File: src/common/auxreg_pkg.sv
// Package for the auxiliary regulator control block: register map, field layout,
// reset values, mode and voltage encodings.
// Assumes a 32-bit APB slave with word-aligned registers.
package auxreg_pkg;
	// Register byte offsets
	localparam logic [11:0] AUXREG_CTRL_OFFSET = 12'h000; // hardware_control_one
	localparam logic [11:0] AUXREG_ENABLE_OFFSET = 12'h004; // enable register
	localparam logic [11:0] AUXREG_STAT0_OFFSET = 12'h008; // first supply status
	localparam logic [11:0] AUXREG_STAT1_OFFSET = 12'h00c; // second supply status
	// Field positions
	localparam int AUXREG_VSEL_LSB = 0;
	localparam int AUXREG_LOCK_BIT = 4;
	localparam int AUXREG_EN_BIT = 0;
	localparam int AUXREG_UV_BIT = 0;
	localparam int AUXREG_OC_BIT = 0;
	localparam int AUXREG_ACTIVE_BIT = 1;
	localparam int AUXREG_MODE_LSB = 8;
	// Voltage selector encodings
	localparam logic [1:0] AUXREG_V5P0 = 2'h0;
	localparam logic [1:0] AUXREG_V3P3 = 2'h1;
	localparam logic [1:0] AUXREG_V1P8 = 2'h2;
	localparam logic [1:0] AUXREG_V1P2 = 2'h3;
	localparam logic [1:0] AUXREG_VSEL_RESET = AUXREG_V3P3;
	// System modes, one-hot codes
	typedef enum logic [5:0] {
		AUXREG_MODE_INIT = 6'h01,
		AUXREG_MODE_NORMAL = 6'h02,
		AUXREG_MODE_STOP = 6'h04,
		AUXREG_MODE_SLEEP = 6'h08,
		AUXREG_MODE_RESTART = 6'h10,
		AUXREG_MODE_FAILSAFE = 6'h20
	} auxreg_mode_type;
	localparam logic [2:0] AUXREG_SYNC_RESET = 3'h0;
endpackage

File: src/common/auxreg_ctrl_if.sv
// Interface between the register file and the regulator sequencer.
// Assumes both ends share pclk.
`timescale 1ns/1ps
interface auxreg_ctrl_if;
	logic [1:0] voltage_select;
	logic enable_request;
	logic locked;
	logic regulator_on;
	logic [1:0] applied_voltage;
	modport regs (output voltage_select, output enable_request, input locked,
		input regulator_on, input applied_voltage);
	modport seq (input voltage_select, input enable_request, output locked,
		output regulator_on, output applied_voltage);
endinterface

File: src/hw/auxreg_seq.sv
// Regulator sequencer: mode handling, write-once voltage lock, applied settings.
// Assumes the system mode is a registered one-hot code on pclk.
`timescale 1ns/1ps
module auxreg_seq
	import auxreg_pkg::*;
(
	input wire logic pclk,
	input wire logic presetn,
	input auxreg_mode_type system_mode,
	auxreg_ctrl_if.seq ctrl
);
	logic locked;
	logic regulator_on;
	logic [1:0] applied_voltage;
	logic next_locked;
	logic next_regulator_on;
	logic [1:0] next_applied_voltage;

	////////////////////////////////////////////////////////////////////////
	// Mode table: off, follow software, or hold
	always_comb
	begin
		next_locked = locked;
		next_regulator_on = regulator_on;
		next_applied_voltage = applied_voltage;
		case (system_mode)
			AUXREG_MODE_INIT, AUXREG_MODE_FAILSAFE:
			begin
				next_regulator_on = 1'b0;
			end
			AUXREG_MODE_NORMAL:
			begin
				next_regulator_on = ctrl.enable_request;
				if (!locked)
				begin
					next_applied_voltage = ctrl.voltage_select;
				end
				if (ctrl.enable_request)
				begin
					next_locked = 1'b1;
				end
			end
			default:
			begin
				next_regulator_on = regulator_on; // Stop, sleep, restart hold
			end
		endcase
	end

	// Lock is cleared only by power-up reset
	always_ff @(posedge pclk or negedge presetn)
	begin
		if (!presetn)
		begin
			locked <= 1'b0;
			regulator_on <= 1'b0;
			applied_voltage <= AUXREG_VSEL_RESET;
		end
		else
		begin
			locked <= next_locked;
			regulator_on <= next_regulator_on;
			applied_voltage <= next_applied_voltage;
		end
	end

	assign ctrl.locked = locked;
	assign ctrl.regulator_on = regulator_on;
	assign ctrl.applied_voltage = applied_voltage;

	a_lock_sticks: assert property (@(posedge pclk) disable iff (!presetn)
		locked |=> locked) else $error("lock released");
	a_off_in_init: assert property (@(posedge pclk) disable iff (!presetn)
		(system_mode == AUXREG_MODE_INIT || system_mode == AUXREG_MODE_FAILSAFE)
		|=> !regulator_on) else $error("regulator on in init or fail-safe");
	a_voltage_frozen: assert property (@(posedge pclk) disable iff (!presetn)
		locked |=> $stable(applied_voltage)) else $error("voltage changed after lock");
	a_hold_mode: assert property (@(posedge pclk) disable iff (!presetn)
		(system_mode == AUXREG_MODE_STOP || system_mode == AUXREG_MODE_SLEEP ||
		system_mode == AUXREG_MODE_RESTART) |=> $stable(regulator_on) && $stable(applied_voltage))
		else $error("settings moved in hold mode");
	a_enable_follows: assert property (@(posedge pclk) disable iff (!presetn)
		system_mode == AUXREG_MODE_NORMAL |=> regulator_on == $past(ctrl.enable_request))
		else $error("regulator does not follow enable");
	a_enable_locks: assert property (@(posedge pclk) disable iff (!presetn)
		(system_mode == AUXREG_MODE_NORMAL && ctrl.enable_request) |=> locked)
		else $error("enable did not lock");
endmodule // auxreg_seq

File: src/hw/auxreg_sync.sv
// Three-stage synchroniser for pin-level inputs.
// Assumes the input is asynchronous to pclk; output changes when stages two and three agree.
`timescale 1ns/1ps
module auxreg_sync
	import auxreg_pkg::*;
(
	input wire logic pclk,
	input wire logic presetn,
	input wire logic async_in,
	output logic sync_out
);
	logic [2:0] stage;
	logic [2:0] next_stage;
	logic next_sync_out;

	////////////////////////////////////////////////////////////////////////
	// Shift chain; first stage only feeds the second
	always_comb
	begin
		next_stage = {stage[1:0], async_in};
		next_sync_out = (stage[1] == stage[2]) ? stage[2] : sync_out;
	end

	always_ff @(posedge pclk or negedge presetn)
	begin
		if (!presetn)
		begin
			stage <= AUXREG_SYNC_RESET;
			sync_out <= 1'b0;
		end
		else
		begin
			stage <= next_stage;
			sync_out <= next_sync_out;
		end
	end
endmodule // auxreg_sync

File: src/hw/auxreg_top.sv
// Auxiliary regulator control: APB register file, status flags, sequencer instance.
// Assumes system mode arrives registered on pclk; sense pins are asynchronous comparators.
//
// The implementer's own choices: the register offsets and the APB register port.
`timescale 1ns/1ps

module auxreg_top
	import auxreg_pkg::*;
(
	input wire logic pclk,
	input wire logic presetn,
	input wire logic psel,
	input wire logic penable,
	input wire logic pwrite,
	input wire logic [11:0] paddr,
	input wire logic [31:0] pwdata,
	input wire logic [3:0] pstrb,
	output logic [31:0] prdata,
	output logic pready,
	output logic pslverr,
	input auxreg_mode_type system_mode,
	input wire logic shunt_sense_pin,
	input wire logic output_undervoltage_pin,
	output logic transistor_base_drive_pin,
	output logic [1:0] aux_voltage_level,
	output logic current_limit_active
);
	auxreg_ctrl_if ctrl ();
	logic [1:0] aux_voltage_select;
	logic aux_regulator_enable;
	logic aux_overcurrent_flag;
	logic aux_undervoltage_flag;
	logic oc_sync;
	logic uv_sync;
	logic [1:0] next_aux_voltage_select;
	logic next_aux_regulator_enable;
	logic next_aux_overcurrent_flag;
	logic next_aux_undervoltage_flag;
	logic [31:0] next_prdata;
	logic next_pready;
	logic next_pslverr;
	logic next_base_drive;
	logic [1:0] next_voltage_level;
	logic next_limit;
	logic setup;
	logic wr_ctrl;
	logic wr_en;
	logic wr_stat0;
	logic wr_stat1;

	// Decode a mapped byte address
	function automatic logic addr_mapped(input logic [11:0] a);
		addr_mapped = (a == AUXREG_CTRL_OFFSET) || (a == AUXREG_ENABLE_OFFSET) ||
			(a == AUXREG_STAT0_OFFSET) || (a == AUXREG_STAT1_OFFSET);
	endfunction

	////////////////////////////////////////////////////////////////////////
	// Pin synchronisers
	auxreg_sync u_oc_sync (
		.pclk(pclk),
		.presetn(presetn),
		.async_in(shunt_sense_pin),
		.sync_out(oc_sync)
	);

	auxreg_sync u_uv_sync (
		.pclk(pclk),
		.presetn(presetn),
		.async_in(output_undervoltage_pin),
		.sync_out(uv_sync)
	);

	auxreg_seq u_seq (
		.pclk(pclk),
		.presetn(presetn),
		.system_mode(system_mode),
		.ctrl(ctrl)
	);

	assign ctrl.voltage_select = aux_voltage_select;
	assign ctrl.enable_request = aux_regulator_enable;

	////////////////////////////////////////////////////////////////////////
	// APB strobes; writes land on the access-phase edge, one wait-free cycle
	assign setup = psel && !penable;
	assign wr_ctrl = psel && penable && pready && pwrite && pstrb[0] &&
		paddr == AUXREG_CTRL_OFFSET;
	assign wr_en = psel && penable && pready && pwrite && pstrb[0] &&
		paddr == AUXREG_ENABLE_OFFSET;
	assign wr_stat0 = psel && penable && pready && pwrite && pstrb[0] &&
		paddr == AUXREG_STAT0_OFFSET;
	assign wr_stat1 = psel && penable && pready && pwrite && pstrb[0] &&
		paddr == AUXREG_STAT1_OFFSET;

	// Register file and flags; hardware set wins over software clear
	always_comb
	begin
		next_aux_voltage_select = aux_voltage_select;
		next_aux_regulator_enable = aux_regulator_enable;
		if (wr_ctrl && !ctrl.locked)
		begin
			next_aux_voltage_select = pwdata[AUXREG_VSEL_LSB +: 2];
		end
		if (wr_en)
		begin
			next_aux_regulator_enable = pwdata[AUXREG_EN_BIT];
		end
		next_aux_overcurrent_flag = aux_overcurrent_flag;
		if (wr_stat1 && pwdata[AUXREG_OC_BIT])
		begin
			next_aux_overcurrent_flag = 1'b0; // Write one to clear
		end
		if (oc_sync)
		begin
			next_aux_overcurrent_flag = 1'b1; // Clear has no effect while present
		end
		next_aux_undervoltage_flag = aux_undervoltage_flag;
		if (wr_stat0 && pwdata[AUXREG_UV_BIT])
		begin
			next_aux_undervoltage_flag = 1'b0;
		end
		if (uv_sync && ctrl.regulator_on)
		begin
			next_aux_undervoltage_flag = 1'b1;
		end
	end

	// Read path and answer; ready rises one cycle after setup
	always_comb
	begin
		next_prdata = 32'h0000_0000;
		next_pready = setup;
		next_pslverr = setup && !addr_mapped(paddr);
		if (setup && !pwrite)
		begin
			case (paddr)
				AUXREG_CTRL_OFFSET:
				begin
					next_prdata[AUXREG_VSEL_LSB +: 2] = ctrl.locked ? ctrl.applied_voltage :
						aux_voltage_select;
					next_prdata[AUXREG_LOCK_BIT] = ctrl.locked;
				end
				AUXREG_ENABLE_OFFSET:
				begin
					next_prdata[AUXREG_EN_BIT] = aux_regulator_enable;
				end
				AUXREG_STAT0_OFFSET:
				begin
					next_prdata[AUXREG_UV_BIT] = aux_undervoltage_flag;
				end
				AUXREG_STAT1_OFFSET:
				begin
					next_prdata[AUXREG_OC_BIT] = aux_overcurrent_flag;
					next_prdata[AUXREG_ACTIVE_BIT] = ctrl.regulator_on;
					next_prdata[AUXREG_MODE_LSB +: 6] = system_mode;
				end
				default:
				begin
					next_prdata = 32'h0000_0000;
				end
			endcase
		end
	end

	// Regulator drive outputs; overcurrent only limits, never switches off
	always_comb
	begin
		next_base_drive = ctrl.regulator_on;
		next_voltage_level = ctrl.applied_voltage;
		next_limit = ctrl.regulator_on && oc_sync;
	end

	always_ff @(posedge pclk or negedge presetn)
	begin
		if (!presetn)
		begin
			aux_voltage_select <= AUXREG_VSEL_RESET;
			aux_regulator_enable <= 1'b0;
			aux_overcurrent_flag <= 1'b0;
			aux_undervoltage_flag <= 1'b0;
			prdata <= 32'h0000_0000;
			pready <= 1'b0;
			pslverr <= 1'b0;
			transistor_base_drive_pin <= 1'b0;
			aux_voltage_level <= AUXREG_VSEL_RESET;
			current_limit_active <= 1'b0;
		end
		else
		begin
			aux_voltage_select <= next_aux_voltage_select;
			aux_regulator_enable <= next_aux_regulator_enable;
			aux_overcurrent_flag <= next_aux_overcurrent_flag;
			aux_undervoltage_flag <= next_aux_undervoltage_flag;
			prdata <= next_prdata;
			pready <= next_pready;
			pslverr <= next_pslverr;
			transistor_base_drive_pin <= next_base_drive;
			aux_voltage_level <= next_voltage_level;
			current_limit_active <= next_limit;
		end
	end

	////////////////////////////////////////////////////////////////////////
	// Checks: overcurrent flag and current limit
	// Comparator seen means flag set on the next edge
	a_oc_sets_flag: assert property (@(posedge pclk) disable iff (!presetn)
		oc_sync
		|=> aux_overcurrent_flag)
		else $error("overcurrent flag not set");
	// Clear refused while the condition stands
	a_oc_clear_held: assert property (@(posedge pclk) disable iff (!presetn)
		(aux_overcurrent_flag && oc_sync)
		|=> aux_overcurrent_flag)
		else $error("flag cleared while present");
	// Clear honoured once the condition is gone
	a_oc_clear_works: assert property (@(posedge pclk) disable iff (!presetn)
		(wr_stat1 && pwdata[AUXREG_OC_BIT] && !oc_sync)
		|=> !aux_overcurrent_flag)
		else $error("overcurrent flag clear ignored");
	// Overcurrent never switches the regulator off
	a_oc_no_shutdown: assert property (@(posedge pclk) disable iff (!presetn)
		(oc_sync && ctrl.regulator_on && system_mode == AUXREG_MODE_NORMAL &&
		aux_regulator_enable && !wr_en) |=> ctrl.regulator_on)
		else $error("overcurrent switched regulator off");
	// Limit applied while running into the shunt threshold
	a_limit_on_oc: assert property (@(posedge pclk) disable iff (!presetn)
		(ctrl.regulator_on && oc_sync)
		|=> current_limit_active)
		else $error("current limit not applied");
	// No limit without an overcurrent, so normal load is never throttled
	a_limit_quiet: assert property (@(posedge pclk) disable iff (!presetn)
		!(ctrl.regulator_on && oc_sync)
		|=> !current_limit_active)
		else $error("current limit without overcurrent");

	// Checks: undervoltage flag
	// Sag under drive is always reported
	a_uv_when_on: assert property (@(posedge pclk) disable iff (!presetn)
		(uv_sync && ctrl.regulator_on)
		|=> aux_undervoltage_flag)
		else $error("undervoltage not flagged");
	// A switched-off regulator raises no undervoltage
	a_uv_off_quiet: assert property (@(posedge pclk) disable iff (!presetn)
		(!ctrl.regulator_on && !aux_undervoltage_flag)
		|=> !aux_undervoltage_flag)
		else $error("undervoltage flagged while off");

	// Checks: regulator control
	// Drive can only start from a normal-mode decision
	a_drive_in_normal: assert property (@(posedge pclk) disable iff (!presetn)
		$rose(transistor_base_drive_pin)
		|-> $past(system_mode, 2) == AUXREG_MODE_NORMAL)
		else $error("regulator started outside normal mode");
	// Applied voltage only moves in normal mode
	a_level_in_normal: assert property (@(posedge pclk) disable iff (!presetn)
		$changed(aux_voltage_level)
		|-> $past(system_mode, 2) == AUXREG_MODE_NORMAL)
		else $error("voltage level moved outside normal mode");
	// Enable stays writable, before and after the lock
	a_en_write_lands: assert property (@(posedge pclk) disable iff (!presetn)
		wr_en
		|=> aux_regulator_enable == $past(pwdata[AUXREG_EN_BIT]))
		else $error("enable write lost");
	// Voltage select takes any code while unlocked
	a_vsel_write_lands: assert property (@(posedge pclk) disable iff (!presetn)
		(wr_ctrl && !ctrl.locked)
		|=> aux_voltage_select == $past(pwdata[AUXREG_VSEL_LSB +: 2]))
		else $error("voltage write lost while unlocked");
	// Voltage select frozen once locked
	a_vsel_ignored: assert property (@(posedge pclk) disable iff (!presetn)
		ctrl.locked
		|=> $stable(aux_voltage_select))
		else $error("voltage field written after lock");

	// Checks: register reads and bus answer
	// Locked control read shows the applied code
	a_rd_locked_vsel: assert property (@(posedge pclk) disable iff (!presetn)
		(setup && !pwrite && paddr == AUXREG_CTRL_OFFSET && ctrl.locked)
		|=> prdata[AUXREG_VSEL_LSB +: 2] == $past(ctrl.applied_voltage))
		else $error("locked voltage read wrong");
	// Second status word mirrors flag and regulator state
	a_rd_stat1_flags: assert property (@(posedge pclk) disable iff (!presetn)
		(setup && !pwrite && paddr == AUXREG_STAT1_OFFSET)
		|=> prdata[AUXREG_OC_BIT] == $past(aux_overcurrent_flag) &&
		prdata[AUXREG_ACTIVE_BIT] == $past(ctrl.regulator_on))
		else $error("status read disagrees with flags");
	// One wait-free answer per setup
	a_apb_answer: assert property (@(posedge pclk) disable iff (!presetn)
		setup
		|=> pready ##1 !pready)
		else $error("apb answer timing wrong");
	// Unmapped address answered with an error
	a_slverr_unmapped: assert property (@(posedge pclk) disable iff (!presetn)
		(setup && !addr_mapped(paddr))
		|=> pready && pslverr)
		else $error("unmapped access not refused");
	// Mapped address never flagged
	a_slverr_quiet: assert property (@(posedge pclk) disable iff (!presetn)
		(setup && addr_mapped(paddr))
		|=> !pslverr)
		else $error("mapped access refused");
	// No answer without a setup cycle
	a_ready_needs_setup: assert property (@(posedge pclk) disable iff (!presetn)
		!setup
		|=> !pready)
		else $error("ready without setup");
endmodule // auxreg_top

File: config.mk
export PLATFORM = sky130hd
export DESIGN_NAME = auxreg_top
export DESIGN_NICKNAME = d
export VERILOG_FILES = /design/src/common/auxreg_pkg.sv /design/src/common/auxreg_ctrl_if.sv /design/src/hw/auxreg_seq.sv /design/src/hw/auxreg_sync.sv /design/src/hw/auxreg_top.sv
export SDC_FILE = /design/constraint.sdc
export NUM_CORES = 1
export LEC_CHECK = 0
export ABC_AREA = 1
export BUFFER_PORTS_ARGS = -buffer_cell sky130_fd_sc_hd__buf_4
export CORE_ASPECT_RATIO = 0.5
export CORE_MARGIN = 2
export CORE_UTILIZATION = 37
export CTS_CLUSTER_DIAMETER = 40
export DETAILED_ROUTE_END_ITERATION = 7
export GPL_ROUTABILITY_DRIVEN = 0
export MAX_ROUTING_LAYER = met4
export PLACE_DENSITY = 0.75
export SLEW_MARGIN = 20
export SYNTH_ARGS = -nofsm -noshare
export SYNTH_HDL_FRONTEND = slang
export SYNTH_SLANG_ARGS = --single-unit
File: constraint.sdc
create_clock -name pclk -period 1.2 [get_ports pclk]
set_clock_uncertainty 0.1 [all_clocks]
set_input_delay 0.36 -clock pclk [delete_from_list [all_inputs] [get_ports pclk]]
set_output_delay 0.36 -clock pclk [all_outputs]
set_load 0.05 [all_outputs]
==> results by group, run 1 <==
Status
  • Status: finished with violations
  • Failing checks: setup timing

Power and ir drop
  • Internal: 1830 µW
  • P_leak: 0.00105 µW
  • Pwr dens: 1170 mW/mm²
  • Total power draw: 2510 µW
  • Maximum VDD drop: 0.000436 V
  • Seq pwr share: 44.6%
  • Combinational Power Share: 15.3%
  • Clock share of power: 40.2%
  • Sw frac: 26.9%
  • Psw: 675 µW

Synthesis
  • Ys Warns: 0
  • Netlist cell types: 24
  • Seq cells post-synth: 32
  • Post-Synthesis Cells: 153
  • Syn avg cell area: 9.80 µm²
  • Mapped Area: 0.00150 mm²
  • Seq/Total Area, Yosys: 53.7%

GRT
  • Antenna violations before repair: 0
  • Largest net degree at the start of global routing: 33
  • Total GRT Usage: 14.4%
  • Global route total overflow: 0
  • Vias in the first global route: 1,147
  • First-pass GRT wire length: 4980 µm

Clocking
  • Clock-pin transition on the worst setup and hold timing paths: 0.07 ns
  • H-tree depth: 2
  • Maximum root-to-sink buffer count: 2
  • Inserted Clock Buffers: 5
  • Clk sinks: 32
  • CTS tree: built
  • Clk_lat worst skew: 0.28 ns
  • Clk root buf: clkbuf_8

Floorplanning
  • Initial cell density of the core: 38.4%
  • Chip height: 49.0 µm
  • Area of the die: 0.00461 mm²
  • Die width: 94.0 µm
  • Row count: 16
  • Core ar.: 0.00390 mm²
  • I/O pins: 99

Critical path
  • Critical-path cell list: buf_8
  • Worst EP arrival: 0.96 ns
  • WS Path Type: flop to primary output
  • R2R depth: 6
  • FF-to-FF Start: u_seq.ctrl.applied_voltage[0]
  • Worst Path Buf+Inv: 1
  • Crit path max-delay family: flip-flops
  • CP startpoint: aux_voltage_level[0]
  • Critical Path RT: 0.74 ns
  • Largest fanout on the critical path: 1
  • Crit-path max cell delay: 0.54 ns
  • CP max stage cell: dfstp_2
  • Worst R2R Setup Slack: 0.02 ns
  • Startpoint types: flop
  • CP endpoint kind: primary output
  • Reg2reg end: prdata[0]

Cells and area
  • Most frequent cells in the layout: buf_4 (40), dfrtp_1 (28), conb_1 (23)
  • Share of layout cells above drive strength 1: 45.4%
  • Final instance area: 0.00215 mm²
  • Final nets: 278
  • Fill cell count: 340
  • Post-Route Utilization: 55.1%
  • Area grow syn2layout: 43.4%
  • Most common cell after layout, fill and taps aside: buf_4
  • Post-Layout Cell Count: 272
  • # diodes: 0

Routing
  • Drt drc: 0
  • Avg WL per Cell: 10.6 µm
  • Starting DRT DRC Count: 20
  • Vias/cell: 4.26
  • Detailed Routing Iterations Pass 1: 5
  • Post-Route WL: 2880 µm
  • DR vias: 1,159
  • ANT nets after route: 0

Timing
  • Max-slew violations: 0
  • Final Hold Vio Count: 0
  • WHS: 0.0870 ns
  • Post-route setup slack: -0.217 ns
  • RSZ-0062 raised after global routing: yes
  • Achievable Freq: 706 MHz
  • Final setup violation count: 15
  • Final min period: 1.42 ns
  • Final worst path period share: 118%

Place
  • PortBufs: 42
  • Post-DP HPWL: 2110 µm
  • Post-DP Area: 0.00192 mm²
  • Dpl cells: 261

Worst hold path
  • Hold path cells: 1
  • Hold Path End: u_oc_sync.stage[0]
  • Min-delay src: shunt_sense_pin
  • Min-delay worst type: primary input to flop

Flow run
  • Max Cap Violations: 0
-- worst max path at each step --
stage | to | slack (ns) | depth (start not counted)
after floorplan | aux_undervoltage_flag | -0.04 | 5
after global placement | aux_undervoltage_flag | -0.20 | 8
after detailed placement | aux_undervoltage_flag | -0.24 | 8
after CTS | aux_voltage_level[0] | -0.22 | 1
after global routing | aux_voltage_level[0] | -0.24 | 1
final | aux_voltage_level[0] | -0.22 | 1
-- area by class of cell --
type | count | area, µm² | area share, %
timing repair buffer | 59 | 526 | 24.4
inverter | 16 | 60.1 | 2.79
clock buffer | 6 | 72.6 | 3.38
clock inverter | 2 | 35.0 | 1.63
multi-input combinational | 103 | 583 | 27.1
sequential | 32 | 806 | 37.5
tap | 54 | 67.6 | 3.14
-- metrics by stage --
stage | setup slack (ns) | TNS (ns)
5_1_grt | -0.243 | -1.64
2_1_floorplan | -0.0394 | -0.123
4_1_cts | -0.225 | -1.32
3_5_place_dp | -0.240 | -3.05
6_report | -0.217 | -1.16
3_3_place_gp | -0.203 | -2.50
-- layer usage --
layer	up-vias	track usage (%)	part of all wire, %
li1	567	-	-
met1	544	15.9	41
met2	46	24.9	52
met3	2	4.33	6.3
met4	0	5.07	0.38
met5	-	-	0
-- state kept, by name, summed over array words and instances (netlist names), 2 cells and up --
signal and flops:
u_seq.ctrl.applied_voltage 2, prdata 9, u_uv_sync.stage 3, u_oc_sync.stage 3, aux_voltage_level 2, aux_voltage_select 2
-- cell usage after synthesis --
cell type,n,share of area (%)
nor3_2,4,2.7
nand3_1,9,3.0
o21a_1,1,0.50
nor3_1,1,0.33
nand4_1,1,0.42
dfstp_2,3,5.3
o21ai_1,5,1.7
a21oi_1,4,1.3
buf_8,1,1.0
nand2_2,1,0.42
nor2_1,14,3.5
nand4_4,1,1.4
nand2_1,25,6.3
buf_4,23,12
conb_1,1,0.25
nand3b_1,1,0.50
nor2_2,2,0.83
nand3_2,2,1.3
nor2_4,4,3.0
inv_2,1,0.25
o21ai_0,3,1.0
inv_1,15,3.8
dfrtp_1,29,48
maj3_1,2,1.3
-- kinds of logic (layout without fill, tap and decap cells) --
kind of cell    after synthesis  after routing  share of synthesized area [%]
compound gates               13             13                           4.51
fa+ha+maj                     2              2                           1.34
buf+inv                      40             83                           16.5
flops                        32             32                           53.7
other cells                   1             23                          0.250
simple gates                 65             65                           23.7
-- power groups by stage --
stage | combinational, µW | sequential [µW] | clock, µW
after CTS | 376 | 1120 | 1020
after floorplan | 271 | 1150 | 0
after global placement | 362 | 1130 | 0
after detailed placement | 368 | 1140 | 0
after global routing | 407 | 1120 | 1080
final | 382 | 1120 | 1010
-- repair_timing --
item / 4_1_cts / 5_1_grt
resized for setup: 18 / 11
cloned: 0 / 0
hold endpoints to repair: 29 / 0
setup buffers: 0 / 2
pin swaps: 1 / 2
setup endpoints to repair: 17 / 23
hold buffers: 1 / 0
No activity file was read; power rests on OpenSTA's default activity.
==> inputs of run 2 (changes only) <==
- CORE_UTILIZATION: 37 -> 41
- PLACE_DENSITY: 0.75 -> 0.79
- clock period: 1.2 -> 1.38 ns (I/O delays scaled with it)
==> results by group, run 2 (synthesis gave the netlist of run 1 again) <==
Status
  • Status: finished with violations
  • Failing checks: setup timing

Cells and area
  • Max reg flops: 9
  • # diodes: 0
  • Register with the most flip-flops: prdata
  • Largest regs: prdata x9, u_oc_sync.stage x3, u_uv_sync.stage x3
  • Area grow syn2layout: 31.8%
  • Multi-input combinational cell area: 529 µm²
  • Share of layout cells above drive strength 1: 37.3%
  • Reg area: 806 µm²
  • Final nets: 272
  • Most frequent cells in the layout: buf_4 (49), dfrtp_1 (28), nand2_1 (25)
  • Fill cell count: 286
  • Most common cell after layout, fill and taps aside: buf_4

GRT
  • Global route total overflow: 0
  • Total GRT Usage: 14.7%
  • Vias in the first global route: 1,039
  • First-pass GRT wire length: 4400 µm
  • Antenna violations before repair: 0
  • Largest net degree at the start of global routing: 33

Routing
  • Detailed Routing Iterations Pass 1: 4
  • Starting DRT DRC Count: 85
  • Avg WL per Cell: 10.2 µm
  • DR vias: 1,105
  • ANT nets after route: 0
  • Drt drc: 0
  • Vias/cell: 4.20
  • Post-Route WL: 2690 µm

Floorplanning
  • Area of the die: 0.00419 mm²
  • Core ar.: 0.00347 mm²
  • Row count: 15
  • Initial cell density of the core: 43.2%
  • Chip height: 46.8 µm
  • Die width: 89.5 µm
  • I/O pins: 99

Critical path
  • Critical-path cell list: buf_8
  • Crit-path max cell delay: 0.54 ns
  • Startpoint types: flop
  • FF-to-FF Start: u_seq.ctrl.applied_voltage[0]
  • Worst Path Buf+Inv: 1
  • Reg2reg end: prdata[0]
  • Crit path max-delay family: flip-flops
  • CP max stage cell: dfstp_2
  • CP endpoint kind: primary output
  • WS Path Type: flop to primary output
  • R2R depth: 6
  • Critical Path RT: 0.87 ns
  • Worst R2R Setup Slack: 0.03 ns
  • Worst EP arrival: 0.95 ns
  • Largest fanout on the critical path: 1

Power and ir drop
  • Combinational Power Share: 15.6%
  • Maximum VDD drop: 0.000364 V
  • Psw: 557 µW
  • Sw frac: 27.9%
  • P_leak: 0.000997 µW
  • Clock share of power: 35.9%
  • Seq pwr share: 48.5%
  • Pwr dens: 1010 mW/mm²
  • Internal: 1440 µW

Timing
  • Final setup violation count: 1
  • Final min period: 1.47 ns
  • Final Hold Vio Count: 0
  • Setup TNS: -0.0887 ns
  • Post-route setup slack: -0.0887 ns
  • Final worst path period share: 106%
  • Achievable Freq: 681 MHz
  • Max-slew violations: 0
  • RSZ-0062 raised after global routing: yes

Clocking
  • Inserted Clock Buffers: 5
  • Clk root buf: clkbuf_8
  • CTS tree: built
  • Maximum root-to-sink buffer count: 2
  • Clock-pin transition on the worst setup and hold timing paths: 0.06 ns
  • Postcts setup bufs: 0
  • Clk_lat worst skew: 0.28 ns
  • H-tree depth: 2
  • Clk sinks: 32

Flow run
  • Max Cap Violations: 0

Worst hold path
  • Hold Path End: u_uv_sync.stage[0]
  • Min-delay worst type: primary input to flop
  • Hold path cells: 1
  • Min-delay src: output_undervoltage_pin

Place
  • Dpl ws: -0.116 ns
  • Post-DP HPWL: 2090 µm
  • PortBufs: 42
-- run 2: metal layers --
metal	wire [µm]	global-route usage, %
met4	36	5.07
met3	173	5.10
met5	0	-
met1	1150	16.0
met2	1330	25.8
-- run 2: cell type report --
type / count / share of cell area (%)
clock buffers: 6 / 4.18
clock inverters: 2 / 0.507
inverters: 16 / 3.04
multi-input cells: 103 / 26.8
flip-flops and latches: 32 / 40.8
well taps: 51 / 3.23
repair buffers: 53 / 21.5
-- run 2: metrics by stage --
stage | area (µm²) | total power (µW) | util, % | hold WS, ns | instances
6_report | 1980 | 2000 | 56.9 | 0.139 | 263
5_1_grt | 1980 | 2080 | 56.9 | 0.129 | 263
4_1_cts | 1980 | 2020 | 56.9 | 0.134 | 263
3_5_place_dp | 1860 | 1290 | 53.6 | 0.235 | 254
3_3_place_gp | 1860 | 1290 | 53.6 | 0.232 | 254
2_1_floorplan | 1580 | 1230 | - | 0.0184 | 175
-- run 2: what timing repair did --
action                                 CTS  global route
setup endpoints to repair                2             2
hold buffers                             1             0
endpoints found under the hold margin   29             0
resized for setup                        3             0
-- run 2: worst max path at each step --
| stage | startpoint | end | slack (ns) | depth (start not counted) |
|---|---|---|---|---|
| 2_1_floorplan | pready | aux_overcurrent_flag | 0.05 | 5 |
| 3_3_place_gp | paddr[11] | prdata[13] | -0.07 | 8 |
| 3_5_place_dp | paddr[11] | prdata[8] | -0.12 | 8 |
| 4_1_cts | aux_voltage_level[0] | aux_voltage_level[0] | -0.09 | 1 |
| 5_1_grt | aux_voltage_level[0] | aux_voltage_level[0] | -0.11 | 1 |
| 6_report | aux_voltage_level[0] | aux_voltage_level[0] | -0.09 | 1 |
-- run 2: worst register-to-register path: stages, from the launching register on --
cell     delay, ns
dfstp_2       0.53
inv_1         0.05
o21ai_0       0.26
nand3_1       0.13
nand2_1       0.07
nor2_1        0.04
nor2_1        0.10
-- run 2: power groups by stage --
stage	registers [µW]	logic [µW]	clock network [µW]
floorplan	1000	232	0
detailed placement	987	307	0
CTS	971	312	733
global route	973	334	768
global placement	986	303	0
finish	971	311	719
==> inputs of run 3 (changes only) <==
- CTS_CLUSTER_SIZE: not set -> 30
- MAX_ROUTING_LAYER: met4 -> not set
==> results by group, run 3 (synthesis gave the netlist of run 1 again) <==
Clocking
  • H-tree depth: 2
  • Clk root buf: clkbuf_8
  • Clk sinks: 32
  • CTS tree: built
  • Postcts setup bufs: 0
  • Inserted Clock Buffers: 5
  • Clock-pin transition on the worst setup and hold timing paths: 0.06 ns
  • Clk_lat worst skew: 0.28 ns
  • Maximum root-to-sink buffer count: 2

Critical path
  • Crit-path max cell delay: 0.54 ns
  • Critical Path RT: 0.87 ns
  • Largest fanout on the critical path: 1
  • Startpoint types: flop
  • WS Path Type: flop to primary output
  • CP Depth: 1
  • R2R depth: 6
  • Critical-path cell list: buf_8
  • Crit path max-delay family: flip-flops
  • Worst EP arrival: 0.96 ns
  • CP max stage cell: dfstp_2
  • CP endpoint kind: primary output
  • Worst Path Buf+Inv: 1

Timing
  • Final setup violation count: 1
  • Setup TNS: -0.0896 ns
  • Max-slew violations: 0
  • RSZ-0062 raised after global routing: yes
  • Final min period: 1.47 ns
  • WHS: 0.139 ns
  • Final worst path period share: 106%
  • Final Hold Vio Count: 0
  • Post-route setup slack: -0.0896 ns
  • Achievable Freq: 680 MHz

Power and ir drop
  • Psw: 560 µW
  • Internal: 1440 µW
  • P_leak: 0.000997 µW
  • Pwr dens: 1010 mW/mm²
  • Clock share of power: 36.0%
  • Combinational Power Share: 15.6%
  • Seq pwr share: 48.5%
  • Maximum VDD drop: 0.000364 V
  • Sw frac: 28.0%

Floorplanning
  • Initial cell density of the core: 43.2%
  • Row count: 15
  • I/O pins: 99
  • Core ar.: 0.00347 mm²
  • Chip height: 46.8 µm
  • Area of the die: 0.00419 mm²
  • Die width: 89.5 µm

Worst hold path
  • Min-delay worst type: primary input to flop
  • Hold path cells: 1

Status
  • Status: finished with violations
  • Failing checks: setup timing

Cells and area
  • Largest regs: prdata x9, u_oc_sync.stage x3, u_uv_sync.stage x3
  • Share of layout cells above drive strength 1: 37.3%
  • Final instance area: 0.00198 mm²
  • Max reg flops: 9
  • Final nets: 272
  • Post-Layout Cell Count: 263
  • Register with the most flip-flops: prdata
  • Post-Route Utilization: 56.9%
  • Area grow syn2layout: 31.8%
  • Most common cell after layout, fill and taps aside: buf_4
  • Most frequent cells in the layout: buf_4 (49), dfrtp_1 (28), nand2_1 (25)
  • Fill cell count: 286
  • # diodes: 0

GRT
  • Largest net degree at the start of global routing: 33
  • Global route total overflow: 0
  • Vias in the first global route: 1,045
  • First-pass GRT wire length: 4360 µm
  • Antenna violations before repair: 0
  • Total GRT Usage: 14.1%

Place
  • Post-DP Area: 0.00186 mm²
  • Dpl cells: 254
  • PortBufs: 42
  • Post-DP HPWL: 2090 µm

Flow run
  • Max Cap Violations: 0

Routing
  • ANT nets after route: 0
  • DR vias: 1,106
  • Post-Route WL: 2710 µm
  • Avg WL per Cell: 10.3 µm
  • Vias/cell: 4.21
  • Starting DRT DRC Count: 81
  • Detailed Routing Iterations Pass 1: 4
  • Drt drc: 0
==> run 3: cell counts in the layout (fill, tap and decap cells not counted) <==
No cell type changed its count.
==> run 3: routing by layer <==
metal / track usage (%) / wire length (µm) / share of wire, %
met3: 4.92 / 218 / 8.1
met5: 0 / 0 / 0
met4: 5.67 / 13 / 0.48
met1: 15.9 / 1130 / 42
met2: 25.5 / 1340 / 50
==> run 3: area by class of cell <==
class / count / area [µm²] / share of cell area (%)
clock buffers: 6 / 82.6 / 4.18
multi-input cells: 103 / 529 / 26.8
repair buffers: 53 / 424 / 21.5
inverters: 16 / 60.1 / 3.04
clock inverters: 2 / 10.0 / 0.507
well taps: 51 / 63.8 / 3.23
flip-flops and latches: 32 / 806 / 40.8
==> run 3: what timing repair did <==
item | CTS | global route
hold endpoints to repair | 29 | 0
hold buffers | 1 | 0
gates resized for setup | 3 | 0
endpoints found under the setup margin | 2 | 2
==> run 3: stage by stage <==
step           total power (µW)  setup WS, ns
4_1_cts                    2020       -0.0899
6_report                   2000       -0.0896
3_5_place_dp               1290        -0.116
5_1_grt                    2080        -0.108
3_3_place_gp               1290       -0.0718
2_1_floorplan              1230        0.0510
==> run 3: path summary, 6_finish.rpt <==
kind                                                from                    end  slack [ns]
max in group asynchronous                        presetn  aux_voltage_select[0]        0.36
min in group asynchronous                        presetn              prdata[4]        0.50
max                                 aux_voltage_level[0]   aux_voltage_level[0]       -0.09
min reg2reg                           u_uv_sync.stage[0]     u_uv_sync.stage[1]        0.25
max reg2reg                u_seq.ctrl.applied_voltage[0]              prdata[0]        0.05
min                              output_undervoltage_pin     u_uv_sync.stage[0]        0.14
==> run 3: power by group through the flow <==
stage               clock, µW  sequential, µW  combinational [µW]
floorplan                   0            1000                 232
global placement            0             986                 303
detailed placement          0             987                 307
CTS                       733             971                 312
global route              768             973                 334
finish                    721             971                 312
